===== src/design/bpam_pkg.sv =====
package bpam_pkg;

	// Variant selector, in words of flash.
	localparam int BPAM_SIZE_4K  = 4096;
	localparam int BPAM_SIZE_8K  = 8192;
	localparam int BPAM_SIZE_16K = 16384;

	// Pointer width and the pointer bit that carries the byte select.
	localparam int BPAM_PTR_W    = 16;
	localparam int BPAM_BYTE_BIT = 0;

	// Widest program counter among the variants; ports use this width.
	localparam int BPAM_PC_W_MAX = 14;

	// Program counter widths per variant.
	localparam int BPAM_PC_W_4K  = 12;
	localparam int BPAM_PC_W_8K  = 13;
	localparam int BPAM_PC_W_16K = 14;

	// Word-select widths per variant (32 or 64 words a page).
	localparam int BPAM_WORD_W_4K  = 5;
	localparam int BPAM_WORD_W_8K  = 6;
	localparam int BPAM_WORD_W_16K = 6;

	// Smallest boot section per variant, in words, for fuse code 11.
	localparam int BPAM_BOOT_MIN_4K  = 128;
	localparam int BPAM_BOOT_MIN_8K  = 128;
	localparam int BPAM_BOOT_MIN_16K = 256;

	// First word of the no-read-while-write region per variant.
	localparam logic [BPAM_PC_W_MAX-1:0] BPAM_NO_READ_WHILE_WRITE_REGION_4K  = 14'h0C00;
	localparam logic [BPAM_PC_W_MAX-1:0] BPAM_NO_READ_WHILE_WRITE_REGION_8K  = 14'h1C00;
	localparam logic [BPAM_PC_W_MAX-1:0] BPAM_NO_READ_WHILE_WRITE_REGION_16K = 14'h3800;

	// Fuse code width; code 11 is the smallest boot section.
	localparam int BPAM_FUSE_W = 2;

	// Operation codes issued by the core.
	typedef enum logic [2:0]
	{
		BPAM_OP_NONE   = 3'h0,
		BPAM_OP_LOAD   = 3'h1,
		BPAM_OP_ERASE  = 3'h2,
		BPAM_OP_WRITE  = 3'h3,
		BPAM_OP_READ   = 3'h4
	} bpam_op_t;

	// Decoded view of a pointer.
	typedef struct packed
	{
		logic [BPAM_PC_W_MAX-1:0] word_addr;
		logic [BPAM_PC_W_MAX-1:0] page_select_field;
		logic [BPAM_PC_W_MAX-1:0] word_select_field;
		logic                     byte_sel;
	} bpam_dec_t;

	// Boundaries derived from the fuses.
	typedef struct packed
	{
		logic [BPAM_PC_W_MAX-1:0] boot_start;
		logic [BPAM_PC_W_MAX-1:0] app_end;
		logic [BPAM_PC_W_MAX:0]   boot_words;
	} bpam_map_t;

endpackage : bpam_pkg


===== src/design/bpam_top.sv =====
`timescale 1ns/1ps
// Behaviour
// - 4K fuses 11..00 give 128..1024 boot words.
// - Boot section ends at top; vector is start.
// - 8K boot start 0x1F80 down to 0x1C00.
// - 16K fuses give 256..2048 words, 0x3F00..0x3800.
// - Fixed no-read-while-write region at flash top.
// - 4K: 12-bit counter, 32-word pages.
// - 8K: 13-bit counter, 64-word pages.
// - 16K: 14-bit counter, 64-word pages.
// - Counter bit n maps to pointer bit n+1.
// - Pointer bits above counter range ignored.
// - Pointer bit 0 selects byte on reads.
// - Page field targets erase and write.
// - Word field targets buffer load location.
// - Busy region blocks reads of read-while-write.
// - Core halted for no-read-while-write programming.
module bpam_top
	import bpam_pkg::*;
#(
	parameter int FLASH_WORDS = BPAM_SIZE_4K
)
(
	input  wire logic                     CLK_SYS,
	input  wire logic                     RST_B,
	input  wire logic                     BOOT_SIZE_FUSE_HI,
	input  wire logic                     BOOT_SIZE_FUSE_LO,
	input  wire logic [BPAM_PTR_W-1:0]    PTR,
	input  wire bpam_op_t                 OP,
	input  wire logic                     OP_VALID,
	input  wire logic                     PROG_DONE,
	input  wire logic                     RWW_REENABLE,
	output logic [BPAM_PC_W_MAX-1:0]      BOOT_START,
	output logic [BPAM_PC_W_MAX-1:0]      APP_END,
	output logic [BPAM_PC_W_MAX:0]        BOOT_WORDS,
	output logic [BPAM_PC_W_MAX-1:0]      NO_READ_WHILE_WRITE_REGION_START,
	output logic [BPAM_PC_W_MAX-1:0]      WORD_ADDR,
	output logic [BPAM_PC_W_MAX-1:0]      PAGE_SEL,
	output logic [BPAM_PC_W_MAX-1:0]      WORD_SEL,
	output logic                          BYTE_SEL,
	output logic                          IN_NO_READ_WHILE_WRITE_REGION,
	output logic                          IN_BOOT,
	output logic                          ERASE_STB,
	output logic                          WRITE_STB,
	output logic                          LOAD_STB,
	output logic                          READ_OK,
	output logic                          READ_BLOCKED,
	output logic                          RWW_BUSY_FLAG,
	output logic                          CPU_HALT
);

	// Every output below is a flip-flop, a decode of the state register or a constant, so the core sees a decode
	// one clock after it presents a pointer. That costs a cycle of latency but
	// keeps the pointer arithmetic off the core's own timing paths.
	// Requests are qualified by the valid line and are taken on each edge at which it is high, except while the core is halted or before the fuses are caught;
	// the core is expected to raise it once for each operation.
	// Nothing here times the programming itself: the completion pulse comes from
	// the flash array, and the re-enable pulse comes from software on the core.
	// A user must therefore never rely on this block to end a stuck operation.

	// Variant constants chosen once at elaboration.
	localparam int PC_W = (FLASH_WORDS == BPAM_SIZE_16K) ? BPAM_PC_W_16K :
		(FLASH_WORDS == BPAM_SIZE_8K) ? BPAM_PC_W_8K : BPAM_PC_W_4K;
	localparam int WORD_W = (FLASH_WORDS == BPAM_SIZE_16K) ? BPAM_WORD_W_16K :
		(FLASH_WORDS == BPAM_SIZE_8K) ? BPAM_WORD_W_8K : BPAM_WORD_W_4K;
	localparam int BOOT_MIN = (FLASH_WORDS == BPAM_SIZE_16K) ? BPAM_BOOT_MIN_16K :
		(FLASH_WORDS == BPAM_SIZE_8K) ? BPAM_BOOT_MIN_8K : BPAM_BOOT_MIN_4K;
	localparam logic [BPAM_PC_W_MAX-1:0] NO_READ_WHILE_WRITE_REGION_BASE =
		(FLASH_WORDS == BPAM_SIZE_16K) ? BPAM_NO_READ_WHILE_WRITE_REGION_16K :
		(FLASH_WORDS == BPAM_SIZE_8K) ? BPAM_NO_READ_WHILE_WRITE_REGION_8K : BPAM_NO_READ_WHILE_WRITE_REGION_4K;
	localparam logic [BPAM_PC_W_MAX:0] FLASH_TOP_W = (BPAM_PC_W_MAX+1)'(FLASH_WORDS);

	// Programming states. The held state remembers that the read-while-write
	// region has finished programming but has not yet been opened again; the
	// busy flag stays up there so that software polling it never reads a page
	// that is only half erased. The halted state covers work on the region that
	// the core itself runs from, where blocking reads is not enough and the core
	// must stop until the operation is over.
	typedef enum logic [1:0]
	{
		BPAM_IDLE,
		BPAM_PROG_RWW,
		BPAM_PROG_NO_READ_WHILE_WRITE_REGION,
		BPAM_RWW_HELD
	} bpam_state_t;

	// Keeping all state in one record means one reset and one register process,
	// so no field can be left out of the reset branch by mistake.
	// Whole module state, registered in one place.
	typedef struct packed
	{
		bpam_state_t              state;
		logic [BPAM_FUSE_W-1:0]   fuse;
		logic                     fuse_taken;
		bpam_map_t                map;
		bpam_dec_t                dec;
		logic                     in_no_read_while_write_region;
		logic                     in_boot;
		logic                     erase_stb;
		logic                     write_stb;
		logic                     load_stb;
		logic                     read_ok;
		logic                     read_blocked;
	} bpam_st_t;

	bpam_st_t st_ff;
	bpam_st_t nxt_st;

	// The section always ends at the last word of flash, so only its size is
	// decoded and the start is derived by subtraction. This keeps the three
	// variants in one expression instead of three tables that could drift apart.
	// The size is kept one bit wider than the counter so that a full-flash
	// subtraction can never wrap.
	// Fuse decode: each step down in code doubles the section size.
	function automatic bpam_map_t bpam_boot_map(input logic [BPAM_FUSE_W-1:0] code);
		bpam_map_t m;
		logic [BPAM_FUSE_W-1:0] shift;
		shift = ~code;
		m.boot_words = (BPAM_PC_W_MAX+1)'(BOOT_MIN) << shift;
		m.boot_start = BPAM_PC_W_MAX'(FLASH_TOP_W - m.boot_words);
		m.app_end    = m.boot_start - BPAM_PC_W_MAX'(1);
		return m;
	endfunction : bpam_boot_map

	// Upper pointer bits are masked rather than refused: a pointer past the top
	// of flash aliases onto low words, which is what software on the core expects.
	// Bit 0 never reaches the word address; it only picks a byte on reads.
	// Pointer decode; used for the current request and its strobes.
	function automatic bpam_dec_t bpam_decode(input logic [BPAM_PTR_W-1:0] p);
		bpam_dec_t d;
		logic [BPAM_PC_W_MAX-1:0] pc;
		pc = BPAM_PC_W_MAX'(p >> 1);
		pc = pc & BPAM_PC_W_MAX'((1 << PC_W) - 1);
		d.word_addr         = pc;
		d.page_select_field = pc >> WORD_W;
		d.word_select_field = pc & BPAM_PC_W_MAX'((1 << WORD_W) - 1);
		d.byte_sel          = p[BPAM_BYTE_BIT];
		return d;
	endfunction : bpam_decode

	// Next-state logic for the whole block.
	always_comb
	begin
		bpam_dec_t d;
		logic      busy;
		logic      no_read_while_write_region_hit;
		d        = bpam_decode(PTR);
		nxt_st   = st_ff;
		no_read_while_write_region_hit = (d.word_addr >= NO_READ_WHILE_WRITE_REGION_BASE);
		busy     = (st_ff.state != BPAM_IDLE) && (st_ff.state != BPAM_PROG_NO_READ_WHILE_WRITE_REGION);
		// Fuses are caught on the first clock after reset release only.
		// A fuse change while running has no effect until the next reset, so the
		// boundaries can never move under an operation that is in progress.
		if (!st_ff.fuse_taken)
		begin
			nxt_st.fuse       = {BOOT_SIZE_FUSE_HI, BOOT_SIZE_FUSE_LO};
			nxt_st.fuse_taken = 1'b1;
			nxt_st.map        = bpam_boot_map({BOOT_SIZE_FUSE_HI, BOOT_SIZE_FUSE_LO});
		end
		nxt_st.dec          = d;
		nxt_st.in_no_read_while_write_region      = no_read_while_write_region_hit;
		nxt_st.in_boot      = (d.word_addr >= st_ff.map.boot_start);
		nxt_st.erase_stb    = 1'b0;
		nxt_st.write_stb    = 1'b0;
		nxt_st.load_stb     = 1'b0;
		nxt_st.read_ok      = 1'b0;
		nxt_st.read_blocked = 1'b0;
		// Operations are only accepted once the boundaries are settled.
		// While the core is halted nothing is taken at all; a request seen then
		// can only be a fault on the core side and is dropped without a strobe.
		// Requests are otherwise accepted back to back, one for each edge.
		if (OP_VALID && st_ff.fuse_taken && st_ff.state != BPAM_PROG_NO_READ_WHILE_WRITE_REGION)
		begin
			unique case (OP)
				BPAM_OP_ERASE, BPAM_OP_WRITE:
				begin
					if (st_ff.state == BPAM_IDLE || st_ff.state == BPAM_RWW_HELD)
					begin
						// Only one programming operation may run at a time; a second
						// erase or write during one is refused and gives no strobe.
						nxt_st.erase_stb = (OP == BPAM_OP_ERASE);
						// On a write the core keeps the word field at zero; an erase pointer keeps its word bits.
						nxt_st.write_stb = (OP == BPAM_OP_WRITE);
						nxt_st.state = no_read_while_write_region_hit ? BPAM_PROG_NO_READ_WHILE_WRITE_REGION : BPAM_PROG_RWW;
					end
				end
				BPAM_OP_LOAD:
				begin
					nxt_st.load_stb = 1'b1;
					// A buffer load releases a held region, as the busy flag clears.
					if (st_ff.state == BPAM_RWW_HELD)
					begin
						nxt_st.state = BPAM_IDLE;
					end
				end
				BPAM_OP_READ:
				begin
					// Reads of the fixed top region are always served, because the
					// region being programmed is then the other one or the core halts.
					nxt_st.read_blocked = busy && !no_read_while_write_region_hit;
					nxt_st.read_ok      = !(busy && !no_read_while_write_region_hit);
				end
				BPAM_OP_NONE:
				begin
				end
				default:
				begin
				end
			endcase
		end
		// Completion and re-enable sequencing.
		// A completion of read-while-write programming does not open the region
		// by itself: software must first re-enable it, or start a buffer load.
		// A re-enable that meets a new request in the same cycle gives way to it,
		// so that the new operation is never lost.
		unique case (st_ff.state)
			BPAM_PROG_RWW:
			begin
				if (PROG_DONE)
				begin
					nxt_st.state = BPAM_RWW_HELD;
				end
			end
			BPAM_PROG_NO_READ_WHILE_WRITE_REGION:
			begin
				if (PROG_DONE)
				begin
					nxt_st.state = BPAM_IDLE;
				end
			end
			BPAM_RWW_HELD:
			begin
				if (RWW_REENABLE && nxt_st.state == BPAM_RWW_HELD)
				begin
					nxt_st.state = BPAM_IDLE;
				end
			end
			BPAM_IDLE:
			begin
			end
		endcase
	end

	// The reset is synchronous, so it is only seen at a clock edge; the fuse
	// capture flag is cleared with everything else and arms a fresh capture.
	// State register; reset clears all and re-arms fuse capture.
	always_ff @(posedge CLK_SYS)
	begin
		if (!RST_B)
		begin
			st_ff <= '0;
		end
		else
		begin
			st_ff <= nxt_st;
		end
	end

	// The fixed region start is a constant, the only output not taken from the state register.
	// The two status levels are plain decodes of the state register and so
	// carry no glitch of their own.
	// Outputs come straight from the registered state.
	assign BOOT_START    = st_ff.map.boot_start;
	assign APP_END       = st_ff.map.app_end;
	assign BOOT_WORDS    = st_ff.map.boot_words;
	assign NO_READ_WHILE_WRITE_REGION_START    = NO_READ_WHILE_WRITE_REGION_BASE;
	assign WORD_ADDR     = st_ff.dec.word_addr;
	assign PAGE_SEL      = st_ff.dec.page_select_field;
	assign WORD_SEL      = st_ff.dec.word_select_field;
	assign BYTE_SEL      = st_ff.dec.byte_sel;
	assign IN_NO_READ_WHILE_WRITE_REGION       = st_ff.in_no_read_while_write_region;
	assign IN_BOOT       = st_ff.in_boot;
	assign ERASE_STB     = st_ff.erase_stb;
	assign WRITE_STB     = st_ff.write_stb;
	assign LOAD_STB      = st_ff.load_stb;
	assign READ_OK       = st_ff.read_ok;
	assign READ_BLOCKED  = st_ff.read_blocked;
	assign RWW_BUSY_FLAG = (st_ff.state == BPAM_PROG_RWW) || (st_ff.state == BPAM_RWW_HELD);
	assign CPU_HALT      = (st_ff.state == BPAM_PROG_NO_READ_WHILE_WRITE_REGION);

endmodule : bpam_top


===== config.mk =====
export PLATFORM = sky130hd
export DESIGN_NAME = bpam_top
export DESIGN_NICKNAME = d
export VERILOG_FILES = /design/src/design/bpam_pkg.sv /design/src/design/bpam_top.sv
export SDC_FILE = /design/constraint.sdc
export NUM_CORES = 1
export LEC_CHECK = 0
export BUFFER_PORTS_ARGS = -buffer_cell sky130_fd_sc_hd__buf_4
export CAP_MARGIN = 20
export CORE_MARGIN = 5
export CORE_UTILIZATION = 25
export DETAILED_ROUTE_END_ITERATION = 12
export GPL_TIMING_DRIVEN = 0
export PLACE_DENSITY = 0.52
export REMOVE_ABC_BUFFERS = 1
export SYNTH_ARGS = -nofsm -noshare
export SYNTH_HDL_FRONTEND = slang
export SYNTH_SLANG_ARGS = --single-unit

===== constraint.sdc =====
create_clock -name CLK_SYS -period 2 [get_ports CLK_SYS]
set_input_delay 0.4 -clock CLK_SYS [delete_from_list [all_inputs] [get_ports CLK_SYS]]
set_output_delay 0.4 -clock CLK_SYS [all_outputs]
set_load 0.05 [all_outputs]

==> results by stage <==
Cells and area:
- The final cell count without fillers is 405.
- The layout net count is 331.
- The diode insertion count for antenna repair is 0.
- The filler cells instantiated in the layout total 969.
- In the final layout, the multi-input gates occupy 972 um2.
- The proportion of layout cells with a drive suffix above 1 is 36.1%.
- The relative area change from synthesis to final layout is 13.7%.
- The area taken by flip-flops and latches is 787 um2.

Power:
- The combinational cell fraction of total power is 30.7%.
- The clock network accounts for 30.6% of the total power.
- Dividing total power by cell area gives a power density of 807 nW/um2.
- The net switching power of the design is 830 uW.
- The internal power of the cells is 1.33 mW.
- Net switching is 38.4% of the power.
- The total chip power is 2.16 mW.
- The maximum vdd drop is 0.347 mV.
- For this design the static power due to leakage is 1.31 nW.
- The register share of total power is 38.8%.

Worst setup path:
- Traced cell by cell, the critical path runs through inv_1 > ha_1 > nand3b_1 > a2111oi_4 > a2bb2oi_2 > nor3_2 > a211oi_1.
- The capturing element type of the critical path is a register.
- The total stage count of the critical path is 7.
- The critical path is of the reg2reg type.
- The slowest stage cell on the critical path is sky130_fd_sc_hd__dfxtp_2.
- The family of cells with the greatest summed delay on the critical path is compound AO/OA/AOI/OAI gates.
- Along the worst path, the maximum fanout reaches 4.
- The path depth of the worst reg2reg path is 7.
- The critical path data required time is 2.20 ns.
- Together, buffers and inverters on the worst path number 1.
- The arrival time at the worst endpoint is 2.12 ns.
- The startpoint class of the critical path is a register.
- The critical path's largest stage delay is 0.36 ns.

Synthesis:
- For this run, the number of Yosys warnings is 0.
- The per-instance average area after synthesis is 9.10 um2.
- The async set-reset flop share out of synthesis is 0%.
- The number of synthesized flops with an enable pin is 0.
- Among all cell types in the netlist, the one instantiated most often is sky130_fd_sc_hd__buf_4.
- The synthesized instance count is 259.
- After synthesis, flip-flops and latches occupy 33.1% of the total area.
- Synthesis instantiated 45 different standard cells from the library.
- The share of Yosys cell area claimed by the top area cell type is 33.1%.
- Of all cell types, the one taking the most synthesized area is sky130_fd_sc_hd__dfxtp_1.
- Ranked by total cell area, the synthesized netlist is headed by sky130_fd_sc_hd__dfxtp_1 (33%), sky130_fd_sc_hd__buf_4 (32%), sky130_fd_sc_hd__ha_1 (6.4%).
- By count the netlist is led by sky130_fd_sc_hd__buf_4 (99), sky130_fd_sc_hd__dfxtp_1 (39), sky130_fd_sc_hd__inv_1 (14).
- Synthesis inferred 39 register bits.
- The most used flip-flop cell after synthesis is sky130_fd_sc_hd__dfxtp_1.
- The synthesized netlist occupies a cell area of 2360 um2.

Clocking:
- The clock tree root driver cell is sky130_fd_sc_hd__clkbuf_8.
- Clock-pin slew was measured on the worst setup and hold paths at 0.08 ns.
- The source-to-sink clock delay at the later pin of the worst-skew pair is 0.29 ns.
- The clock tree from TritonCTS is yes.
- The number of buffers on the longest clock path is 2.
- The clock tree synthesis step divided the H-tree into 2 levels.
- The number of buffers created by CTS is 5.
- Counting every sink on the clock net gives 39.

Detailed routing:
- Before antenna repair, the detailed router went through 4 iterations.
- In the routed layout, each cell is associated on average with a via count of 3.86.
- The total detailed-routing wirelength is 4870 um.
- After detailed routing, the number of remaining DRC violations is 0.
- In the final routed layout, each cell accounts on average for 12.0 um.
- After the first detailed-routing iteration, the DRC count stood at 24.
- The detail route stage leaves a number of antenna-violating nets equal to 0.
- The via count of the routed design is 1,565.

Floorplan:
- The die width is 107 um.
- The die height is 107 um.
- The core region is 9200 um2.
- The die covers 11,500 um2.
- The total I/O pin count is 135.
- The number of standard-cell rows in the floorplan is 35.
- The effective utilization at floorplan is 25.6%.

Placed design:
- The placed cell count is 395.
- During placement, the flow inserted port buffers numbering 80.
- The detailed placer's ending HPWL is 3810 um.
- At the end of routability-driven placement, the weighted congestion stood at 0.705.

STA:
- The setup TNS is 0 ns.
- Between clock sinks in the finished design, the worst skew comes to 0.00792 ns.
- Setup violations remaining at the end of the flow were counted as 0.
- Setup repair after global routing could not meet its margin everywhere.
- The post-route fraction of the period consumed by the critical path is 95.7%.
- The number of hold violations in the final report is 0.
- Across all hold checks on the routed design, the worst slack comes to 0.311 ns.
- After layout, the minimum clock period comes to 1.91 ns.
- The max-slew violation count is 0.
- The fmax is 0.523 GHz.

Run status:
- The flow ran to the end, and the final reports show no timing, DRC or antenna violations.

Flow run:
- Max-cap violations in this run came to 0.

Global routing:
- The number of antenna violations at the first check in global routing is 0.
- The global-route wire length before repair is 7110 um.
- After global routing the overflow that remains totals 0.
- The global-route total usage across every layer is 7.87%.
- The via count of the first global-routing pass is 1,445.
- Entering global routing, the biggest net connects 33 pins.

Worst hold path:
- In this run the worst hold path is classified as in2reg.
- Counting instances, the worst hold path has a depth of 2.
==> final cells by class <==
class	instances	area share, %
well taps	111	5.18
repair buffers	82	23.0
clock inverters	3	1.63
inverters	14	1.96
flip-flops and latches	39	29.4
multi-input cells	151	36.3
clock buffers	5	2.57
==> per-layer routing <==
| layer | global-route usage [%] | share of wire, % |
|---|---|---|
| met5 | 0 | 0 |
| met4 | 2.74 | 0.90 |
| met3 | 2.17 | 13 |
| met1 | 10.2 | 41 |
| met2 | 12.5 | 45 |
==> cells by family after synthesis <==
group | count (synthesis) | share of synthesized area, %
multiplexers | 1 | 0.425
AND/OR/NAND/NOR | 56 | 15.2
flip-flops | 39 | 33.1
AO/OA/AOI/OAI | 31 | 9.67
buffers and inverters | 118 | 34.9
other | 2 | 0.319
adder cells (fa/ha/maj) | 12 | 6.37
==> through the flow <==
stage	util (%)	instance area, um2	setup WS (ns)
finish	29.1	2680	0.0865
global route	29.1	2680	-0.0451
CTS	28.9	2660	0.0449
detailed placement	27.3	2510	-0.0783
global placement	27.3	2510	-0.0919
floorplan	-	1770	-2.16
==> cell usage in the layout, fill, tap and decap left out, drive strengths merged, types with 2 or more instances in the layout <==
| master | instances |
|---|---|
| buf | 82 |
| a21boi | 3 |
| o21ai | 6 |
| and3 | 5 |
| clkinv | 2 |
| clkbuf | 5 |
| ha | 12 |
| nor4b | 2 |
| nand2 | 8 |
| a22oi | 2 |
| dfxtp | 39 |
| and2 | 14 |
| nor2b | 6 |
| conb | 51 |
| o21a | 2 |
| a21oi | 7 |
| nor2 | 5 |
| nor3 | 3 |
| nand3b | 2 |
| inv | 14 |
| nor3b | 3 |
==> worst paths after layout <==
kind                                  from                       end  slack, ns
setup / recovery      st_ff[96]$_SDFF_PN0_      st_ff[96]$_SDFF_PN0_       0.09
setup reg to reg      st_ff[96]$_SDFF_PN0_      st_ff[96]$_SDFF_PN0_       0.09
hold reg to reg   APP_END[10]$_SDFFE_PN0N_  APP_END[10]$_SDFFE_PN0N_       0.45
hold / removal                      PTR[0]       BYTE_SEL$_SDFF_PN0_       0.31
==> state kept, by name (all words and copies together) (netlist names) <==
register,cells
WORD_ADDR,12
APP_END,7
BOOT_START,6
BOOT_WORDS,3
st_ff,3
BYTE_SEL,1
ERASE_STB,1
IN_BOOT,1
IN_NO_READ_WHILE_WRITE_REGION,1
LOAD_STB,1
READ_BLOCKED,1
READ_OK,1
WRITE_STB,1
==> power groups by stage <==
stage | Combinational, mW | Sequential (mW) | Clock, mW
after floorplan | 0.286 | 1.06 | 0
after detailed placement | 0.656 | 0.859 | 0
final | 0.664 | 0.838 | 0.661
after global placement | 0.656 | 0.857 | 0
after global routing | 0.693 | 0.845 | 0.724
after CTS | 0.662 | 0.841 | 0.698
==> what timing repair did <==
action	CTS	global route
resized for setup	6	4
setup buffers	1	1
hold buffers	0	0
pin swaps	1	2
setup endpoints to repair	3	3
Note: power is estimated with default switching activity, not from simulation.
